[src/tmr8_pkg.sv]
/*
  Constants, register map and types of the 8-bit timer waveform block.
  Assumes one system clock and a plain register port on the processor side.
*/
`default_nettype none
package tmr8_pkg;
  localparam logic [1:0] ADDR_CTRL  = 2'h0;
  localparam logic [1:0] ADDR_COUNT = 2'h1;
  localparam logic [1:0] ADDR_CMP   = 2'h2;
  localparam logic [1:0] ADDR_FLAGS = 2'h3;
  localparam int CTRL_MODE_LSB  = 0;
  localparam int CTRL_ACT_LSB   = 2;
  localparam int CTRL_CSEL_LSB  = 4;
  localparam int CTRL_FORCE_BIT = 7;
  localparam int FLAG_OVF_BIT   = 0;
  localparam int FLAG_CMP_BIT   = 1;
  localparam logic [7:0] CNT_MAX    = 8'hff;
  localparam logic [7:0] CNT_BOTTOM = 8'h00;
  localparam logic [7:0] RESET_BYTE = 8'h00;
  localparam logic [9:0] PRE_RESET  = 10'h000;
  typedef enum logic [1:0] {
    TMR8_NORMAL = 2'h0,
    TMR8_PHASE  = 2'h1,
    TMR8_CLEAR  = 2'h2,
    TMR8_FAST   = 2'h3
  } tmr8_mode_t;
  typedef enum logic [1:0] {
    TMR8_ACT_NONE   = 2'h0,
    TMR8_ACT_TOGGLE = 2'h1,
    TMR8_ACT_CLEAR  = 2'h2,
    TMR8_ACT_SET    = 2'h3
  } tmr8_act_t;
  // Prescaler terminal masks per clock select, 0 means stopped
  localparam logic [9:0] DIV1_MASK    = 10'h000;
  localparam logic [9:0] DIV8_MASK    = 10'h007;
  localparam logic [9:0] DIV32_MASK   = 10'h01f;
  localparam logic [9:0] DIV64_MASK   = 10'h03f;
  localparam logic [9:0] DIV128_MASK  = 10'h07f;
  localparam logic [9:0] DIV256_MASK  = 10'h0ff;
  localparam logic [9:0] DIV1024_MASK = 10'h3ff;
endpackage
`default_nettype wire

[src/tmr8_pre_if.sv]
/*
  Link between the timer core and its prescaler.
  Assumes both ends share the system clock.
*/
`default_nettype none
interface tmr8_pre_if;
  logic [2:0] clk_sel;
  logic       tick;
  modport core (output clk_sel, input tick);
  modport pre  (input clk_sel, output tick);
endinterface
`default_nettype wire

[src/tmr8_wave.sv]
/*
  8-bit timer counter with compare unit and waveform generator.
  Holds control, count, compare and flag registers on a plain
  register port with read data one cycle after the read strobe.
  Assumes port value and direction bit come from mclk logic, and the
  interrupt acknowledges are one-cycle pulses on mclk.
*/
`default_nettype none
module tmr8_wave (
  input  wire logic       mclk,
  input  wire logic       reset,
  input  wire logic [1:0] reg_addr,
  input  wire logic [7:0] reg_wdata,
  input  wire logic       reg_wr,
  input  wire logic       reg_rd,
  output var  logic [7:0] reg_rdata,
  input  wire logic       port_out_value,
  input  wire logic       compare_pin_direction_bit,
  input  wire logic       ovf_int_ack,
  input  wire logic       cmp_int_ack,
  output var  logic       pin_out,
  output var  logic       pin_oe_n,
  output var  logic       overflow_flag,
  output var  logic       compare_match_flag,
  output var  logic       compare_output_state
);

  typedef struct packed {
    logic [7:0] counter_value;
    logic [7:0] cmp_active;
    logic [7:0] compare_value;
    logic [1:0] waveform_mode_select;
    logic [1:0] compare_output_action;
    logic [2:0] clk_sel;
    logic       ocs;
    logic       ovf;
    logic       ocf;
    logic       block;
    logic [7:0] rdata;
  } tmr8_state_t;

  tmr8_state_t st_reg;
  tmr8_state_t st_next;

  tmr8_pre_if pre_link ();

  tmr8_prescale u_pre (
    .mclk  (mclk),
    .reset (reset),
    .pre   (pre_link)
  );

  assign pre_link.clk_sel = st_reg.clk_sel;

  logic       tick;
  logic       is_pwm;
  logic       at_max;
  logic       match;
  logic       wr_ctrl;
  logic       wr_cnt;
  logic       wr_cmp;
  logic       wr_flg;
  logic [1:0] new_act;
  logic       force_hit;

  assign tick    = pre_link.tick;
  assign is_pwm  = st_reg.waveform_mode_select[0];
  assign at_max  = (st_reg.counter_value == tmr8_pkg::CNT_MAX);
  // Counter write blocks the match of the next tick
  assign match   = (st_reg.counter_value == st_reg.cmp_active)
                 && !st_reg.block;
  assign wr_ctrl = reg_wr && (reg_addr == tmr8_pkg::ADDR_CTRL);
  assign wr_cnt  = reg_wr && (reg_addr == tmr8_pkg::ADDR_COUNT);
  assign wr_cmp  = reg_wr && (reg_addr == tmr8_pkg::ADDR_CMP);
  assign wr_flg  = reg_wr && (reg_addr == tmr8_pkg::ADDR_FLAGS);
  assign new_act = reg_wdata[tmr8_pkg::CTRL_ACT_LSB +: 2];
  assign force_hit = wr_ctrl
                   && reg_wdata[tmr8_pkg::CTRL_FORCE_BIT]
                   && !reg_wdata[tmr8_pkg::CTRL_MODE_LSB];

  // Apply a non-PWM action to the output state
  function automatic logic apply_act(
    input logic [1:0] act,
    input logic       cur
  );
    logic r;
    r = cur;
    case (act)
      tmr8_pkg::TMR8_ACT_TOGGLE: r = !cur;
      tmr8_pkg::TMR8_ACT_CLEAR:  r = 1'b0;
      tmr8_pkg::TMR8_ACT_SET:    r = 1'b1;
      default:                   r = cur;
    endcase
    return r;
  endfunction

  always_comb begin
    st_next = st_reg;

    // Timer tick: counting, flags and waveform
    if (tick) begin
      st_next.block = 1'b0;

      case (st_reg.waveform_mode_select)
        tmr8_pkg::TMR8_CLEAR: begin
          if (match) begin
            st_next.counter_value = tmr8_pkg::CNT_BOTTOM;
          end else begin
            // Low compare misses, count runs on to wrap
            st_next.counter_value =
              st_reg.counter_value + 8'h01;
          end
        end
        tmr8_pkg::TMR8_FAST: begin
          if (at_max) begin
            st_next.counter_value = tmr8_pkg::CNT_BOTTOM;
          end else begin
            st_next.counter_value =
              st_reg.counter_value + 8'h01;
          end
        end
        default: begin
          // Up count wrapping at maximum, no hardware clear
          st_next.counter_value =
            st_reg.counter_value + 8'h01;
        end
      endcase

      // Overflow on the step from maximum to zero
      if (at_max) begin
        st_next.ovf = 1'b1;
      end

      // Compare flag one tick after the count equals compare
      if (match) begin
        st_next.ocf = 1'b1;
      end

      // Waveform generation
      if (!is_pwm) begin
        if (match) begin
          st_next.ocs = apply_act(st_reg.compare_output_action,
                                  st_reg.ocs);
        end
      end else begin
        case (st_reg.compare_output_action)
          tmr8_pkg::TMR8_ACT_CLEAR: begin
            if (match) begin
              st_next.ocs = 1'b0;
            end else if (at_max) begin
              st_next.ocs = 1'b1;
            end
          end
          tmr8_pkg::TMR8_ACT_SET: begin
            if (match) begin
              st_next.ocs = 1'b1;
            end else if (at_max) begin
              st_next.ocs = 1'b0;
            end
          end
          tmr8_pkg::TMR8_ACT_TOGGLE: begin
            if (match) begin
              st_next.ocs = !st_reg.ocs;
            end
          end
          default: begin
            st_next.ocs = st_reg.ocs;
          end
        endcase
        // Buffered compare loads at the wrap to bottom
        if (at_max) begin
          st_next.cmp_active = st_reg.compare_value;
        end
      end
    end

    // Processor writes
    if (wr_ctrl) begin
      st_next.waveform_mode_select =
        reg_wdata[tmr8_pkg::CTRL_MODE_LSB +: 2];
      // Stored for the next match; a force write outside PWM applies it at once
      st_next.compare_output_action = new_act;
      st_next.clk_sel = reg_wdata[tmr8_pkg::CTRL_CSEL_LSB +: 3];
    end
    if (force_hit) begin
      st_next.ocs = apply_act(new_act, st_reg.ocs);
    end
    if (wr_cnt) begin
      // Write wins over count and clear in any state
      st_next.counter_value = reg_wdata;
      st_next.block = 1'b1;
    end
    if (wr_cmp) begin
      st_next.compare_value = reg_wdata;
      if (!is_pwm) begin
        st_next.cmp_active = reg_wdata;
      end
    end

    // Flag clearing, a same-cycle set wins
    if ((wr_flg && reg_wdata[tmr8_pkg::FLAG_OVF_BIT]) || ovf_int_ack) begin
      if (!(tick && at_max)) begin
        st_next.ovf = 1'b0;
      end
    end
    if ((wr_flg && reg_wdata[tmr8_pkg::FLAG_CMP_BIT]) || cmp_int_ack) begin
      if (!(tick && match)) begin
        st_next.ocf = 1'b0;
      end
    end

    // Register read, data one cycle later
    st_next.rdata = tmr8_pkg::RESET_BYTE;
    if (reg_rd) begin
      if (reg_addr == tmr8_pkg::ADDR_CTRL) begin
        st_next.rdata = {1'b0,
                         st_reg.clk_sel,
                         st_reg.compare_output_action,
                         st_reg.waveform_mode_select};
      end else if (reg_addr == tmr8_pkg::ADDR_COUNT) begin
        st_next.rdata = st_reg.counter_value;
      end else if (reg_addr == tmr8_pkg::ADDR_CMP) begin
        st_next.rdata = st_reg.compare_value;
      end else begin
        st_next.rdata = {6'h00, st_reg.ocf, st_reg.ovf};
      end
    end
  end

  always_ff @(posedge mclk) begin
    if (reset) begin
      st_reg.counter_value         <= tmr8_pkg::RESET_BYTE;
      st_reg.cmp_active            <= tmr8_pkg::RESET_BYTE;
      st_reg.compare_value         <= tmr8_pkg::RESET_BYTE;
      st_reg.waveform_mode_select  <= 2'h0;
      st_reg.compare_output_action <= 2'h0;
      st_reg.clk_sel               <= 3'h0;
      st_reg.ocs                   <= 1'b0;
      st_reg.ovf                   <= 1'b0;
      st_reg.ocf                   <= 1'b0;
      st_reg.block                 <= 1'b0;
      st_reg.rdata                 <= tmr8_pkg::RESET_BYTE;
    end else begin
      st_reg <= st_next;
    end
  end

  // Pin takeover by the action field alone
  always_comb begin
    if (st_reg.compare_output_action != 2'h0) begin
      pin_out = st_reg.ocs;
    end else begin
      pin_out = port_out_value;
    end
    pin_oe_n = !compare_pin_direction_bit;
  end

  assign reg_rdata            = st_reg.rdata;
  assign overflow_flag        = st_reg.ovf;
  assign compare_match_flag   = st_reg.ocf;
  assign compare_output_state = st_reg.ocs;

endmodule
`default_nettype wire

[src/tmr8_prescale.sv]
/*
  Prescaler producing the timer tick enable from the system clock.
  Assumes synchronous active-high reset on mclk.
*/
`default_nettype none
module tmr8_prescale (
  input  wire logic mclk,
  input  wire logic reset,
  tmr8_pre_if.pre   pre
);
  typedef struct packed {
    logic [9:0] cnt;
  } tmr8_pre_state_t;
  tmr8_pre_state_t st_reg;
  tmr8_pre_state_t st_next;
  logic [9:0] mask;
  always_comb begin
    case (pre.clk_sel)
      3'h1: mask = tmr8_pkg::DIV1_MASK;
      3'h2: mask = tmr8_pkg::DIV8_MASK;
      3'h3: mask = tmr8_pkg::DIV32_MASK;
      3'h4: mask = tmr8_pkg::DIV64_MASK;
      3'h5: mask = tmr8_pkg::DIV128_MASK;
      3'h6: mask = tmr8_pkg::DIV256_MASK;
      default: mask = tmr8_pkg::DIV1024_MASK;
    endcase
  end
  // Tick when the low bits of the free count all reach one
  assign pre.tick = (pre.clk_sel != 3'h0)
                  && ((st_reg.cnt & mask) == mask);
  always_comb begin
    st_next = st_reg;
    st_next.cnt = st_reg.cnt + 10'h001;
  end
  always_ff @(posedge mclk) begin
    if (reset) begin
      st_reg.cnt <= tmr8_pkg::PRE_RESET;
    end else begin
      st_reg <= st_next;
    end
  end
endmodule
`default_nettype wire

[config.mk]
export PLATFORM = sky130hd
export DESIGN_NAME = tmr8_wave
export DESIGN_NICKNAME = d
export VERILOG_FILES = /design/src/tmr8_pkg.sv /design/src/tmr8_pre_if.sv /design/src/tmr8_wave.sv /design/src/tmr8_prescale.sv
export SDC_FILE = /design/constraint.sdc
export NUM_CORES = 1
export LEC_CHECK = 0
export BUFFER_PORTS_ARGS = -buffer_cell sky130_fd_sc_hd__buf_2
export CAP_MARGIN = 30
export CORE_MARGIN = 2
export CORE_UTILIZATION = 44
export CTS_CLUSTER_DIAMETER = 120
export CTS_CLUSTER_SIZE = 14
export DETAILED_ROUTE_END_ITERATION = 12
export REMOVE_ABC_BUFFERS = 1
export SLEW_MARGIN = 40
export SYNTH_ARGS = -nofsm -noshare
export SYNTH_HDL_FRONTEND = slang
export SYNTH_SLANG_ARGS = --single-unit
[constraint.sdc]
create_clock -name mclk -period 1.9 [get_ports mclk]
set_input_delay 0.095 -clock mclk [delete_from_list [all_inputs] [get_ports mclk]]
set_output_delay 0.095 -clock mclk [all_outputs]
set_load 0.1 [all_outputs]
==> flow_metrics.env <==
export IMPL_status="finished, final reports clean"
export IMPL_post_route_period_util_pct=95.1
export IMPL_p_leak_uw=0.00137
export IMPL_h_tree_depth=2
export IMPL_synth_distinct_cells=51
export IMPL_drt_total_wl_um=6830
export IMPL_hp_class="input pin to flop"
export IMPL_crit_arrival_ns=2.01
export IMPL_mostFrequentLayoutCell="nor2_1"
export IMPL_antenna_found_initial=0
export IMPL_dpl_cell_count=414
export IMPL_num_vias=2330
export IMPL_required_ns=2.10
export IMPL_synth_enable_flop_cells=0
export IMPL_critPathLaunchType="flop"
export IMPL_drt_antenna_violating_nets=0
export IMPL_clk_pin_slew_ns=0.10
export IMPL_die_area_mm2=0.00686
export IMPL_slowest_delay_ns=0.34
export IMPL_whs_ns=0.0217
export IMPL_ys_flop_type="dfxtp_1"
export IMPL_critPathTopFamily="simple AND/OR/NAND/NOR gates"
export IMPL_fin_crit_ns=1.81
export IMPL_route_detailed_drc=0
export IMPL_drv_cap=0
export IMPL_cts_tree="done"
export IMPL_fmax_mhz=553
export IMPL_nets=368
export IMPL_p_comb_share_pct=17.2
export IMPL_start_util_pct=45.9
export IMPL_syn_avg_cell_area_um2=8.76
export IMPL_rsz0062_at_grt="false"
export IMPL_yosys_top_cells_area="dfxtp_1, mux2i_1, nor2_1"
export IMPL_ctsHoldBuffers=0
export IMPL_synth_area_mm2=0.00273
export IMPL_drt_iter0_markers=169
export IMPL_crit_buf_inv=1
export IMPL_cts_path_max_buffers=2
export IMPL_async_reset_ff_share_pct=0
export IMPL_tns_ns=0
export IMPL_vias_per_cell=5.51
export IMPL_io_buffers=30
export IMPL_finalNonFillerCells=423
export IMPL_crit_chain="buf_4 -> xor2_1 -> nor3_2 -> and3_4 -> a21oi_2 -> o41ai_2 -> a21oi_1"
export IMPL_largest_register_ffs=28
export IMPL_yosys_warnings=0
export IMPL_vdd_drop_max_uv=328
export IMPL_netSwitchingFraction_pct=30.0
export IMPL_die_w_um=82.8
export IMPL_setup_viol=0
export IMPL_netlist_instances=312
export IMPL_wl_per_cell_um=16.1
export IMPL_yosysTopAreaCell="dfxtp_1"
export IMPL_relSlewSlack_pct=58.8
export IMPL_drt_pass1_iter_count=4
export IMPL_grt_ovfl_total=0
export IMPL_die_h_um=82.8
export IMPL_clock_power_share_pct=29.2
export IMPL_diodes=0
export IMPL_dp_hpwl_um=4900
export IMPL_synth_seq_area_share_pct=38.8
export IMPL_gp_routability_congestion=0.900
export IMPL_setup_worst_path_class="flop to flop"
export IMPL_cts_buffers=5
export IMPL_slew_violations=0
export IMPL_top_level_ports=31
export IMPL_grt_max_degree=20
export IMPL_core_mm2=0.00596
export IMPL_grt_first_pass_wirelength_um=11000
export IMPL_cp_slowest_cell="dfxtp_1"
export IMPL_final_cell_mix="nor2_1, dfxtp_1, buf_2"
export IMPL_track_usage_pct=19.8
export IMPL_crit_path_end_kind="flop"
export IMPL_clock_sinks=53
export IMPL_fillCellCount=584
export IMPL_num_rows=28
export IMPL_hold_viol=0
export IMPL_drive_above_1_share_pct=22.7
export IMPL_power_frac_seq_pct=53.7
export IMPL_internal_power_uw=1570
export IMPL_worst_pin_slew_ns=0.619
export IMPL_power_density_mw_per_mm2=715
export IMPL_fin_skew_ns=0.0118
export IMPL_clkLatencyLatePin_ns=0.32
export IMPL_netSwitchingPower_uw=672
export IMPL_cp_max_fo=5
export IMPL_grt_pass1_vias=2128
export IMPL_cts_root_buf="clkbuf_8"
export IMPL_synth_seq_cells=53
export IMPL_areaGrowthSynthToFinish_pct=14.6
export IMPL_synth_top_area_share_pct=38.8
==> cell type report <==
class	count	area, um2	area share [%]
clock buffers	7	76.3	2.44
flip-flops and latches	53	1060	33.9
inverters	7	26.3	0.839
well taps	75	93.8	3.00
multi-input cells	227	1540	49.2
clock inverters	1	7.51	0.240
repair buffers	53	323	10.3
==> power by group through the flow <==
stage | logic (uW) | registers, uW | clock network, uW
detailed placement | 372 | 1220 | 0
CTS | 374 | 1200 | 662
global route | 417 | 1210 | 709
finish | 384 | 1200 | 653
floorplan | 205 | 1240 | 0
global placement | 366 | 1220 | 0
==> synthesized netlist by cell type, types with 5 or more instances <==
| cell | count |
|---|---|
| nor2_1 | 55 |
| dfxtp_1 | 53 |
| mux2i_1 | 26 |
| nand3_1 | 19 |
| nand2_1 | 17 |
| xor2_1 | 12 |
| a21oi_1 | 11 |
| a31oi_1 | 10 |
| buf_4 | 9 |
| o21ai_0 | 9 |
| clkbuf_1 | 8 |
| a211oi_1 | 7 |
| inv_1 | 7 |
| and3_1 | 5 |
==> final timing paths <==
path	start	to	slack, ns	cells after the start
worst max-delay path	st_reg[35]	compare_output_state	0.09	7
worst min-delay path	ovf_int_ack	overflow_flag	0.02	3
worst max register to register	st_reg[35]	compare_output_state	0.09	7
worst min register to register	u_pre.st_reg[0]	u_pre.st_reg[0]	0.50	1
==> through the flow <==
stage          setup WS, ns  power, uW  area (um2)  util (%)
2_1_floorplan         -1.46       1440        2590         -
3_3_place_gp          0.133       1590        3010      50.5
3_5_place_dp         0.0622       1600        3010      50.5
4_1_cts              0.0310       2240        3090      51.9
5_1_grt             0.00312       2330        3130      52.6
6_report             0.0922       2240        3130      52.6
==> layer usage <==
layer	part of all wire, %	vias up	GRT usage, %	routed length, um
met5	0	-	0	0
met4	1.2	0	5.81	85
met3	5.1	9	4.27	350
met2	42	59	28.1	2890
met1	51	1100	30.0	3500
li1	-	1162	-	-
==> logic make-up (layout without fill, tap and decap cells) <==
| kind of cell | Yosys count | after routing | share of synthesized area [%] |
|---|---|---|---|
| flip-flops | 53 | 53 | 38.8 |
| adder cells (fa/ha/maj) | 3 | 3 | 1.37 |
| multiplexers | 28 | 28 | 11.2 |
| AO/OA/AOI/OAI | 55 | 56 | 15.1 |
| AND/OR/NAND/NOR | 124 | 124 | 22.2 |
| XOR/XNOR | 16 | 16 | 5.13 |
| buffers and inverters | 33 | 68 | 6.23 |
==> worst reg2reg max path: stages (launching register included) <==
cell     delay, ns
dfxtp_1       0.34
buf_4         0.16
xor2_1        0.16
nor3_2        0.28
and3_4        0.30
a21oi_2       0.07
o41ai_2       0.29
a21oi_1       0.10
==> what timing repair did <==
| item | 4_1_cts | 5_1_grt |
|---|---|---|
| buffers inserted | 0 | 0 |
| gates resized for setup | 0 | 5 |
| endpoints found under the setup margin | 0 | 15 |
Power figures use the tool's default switching activity.
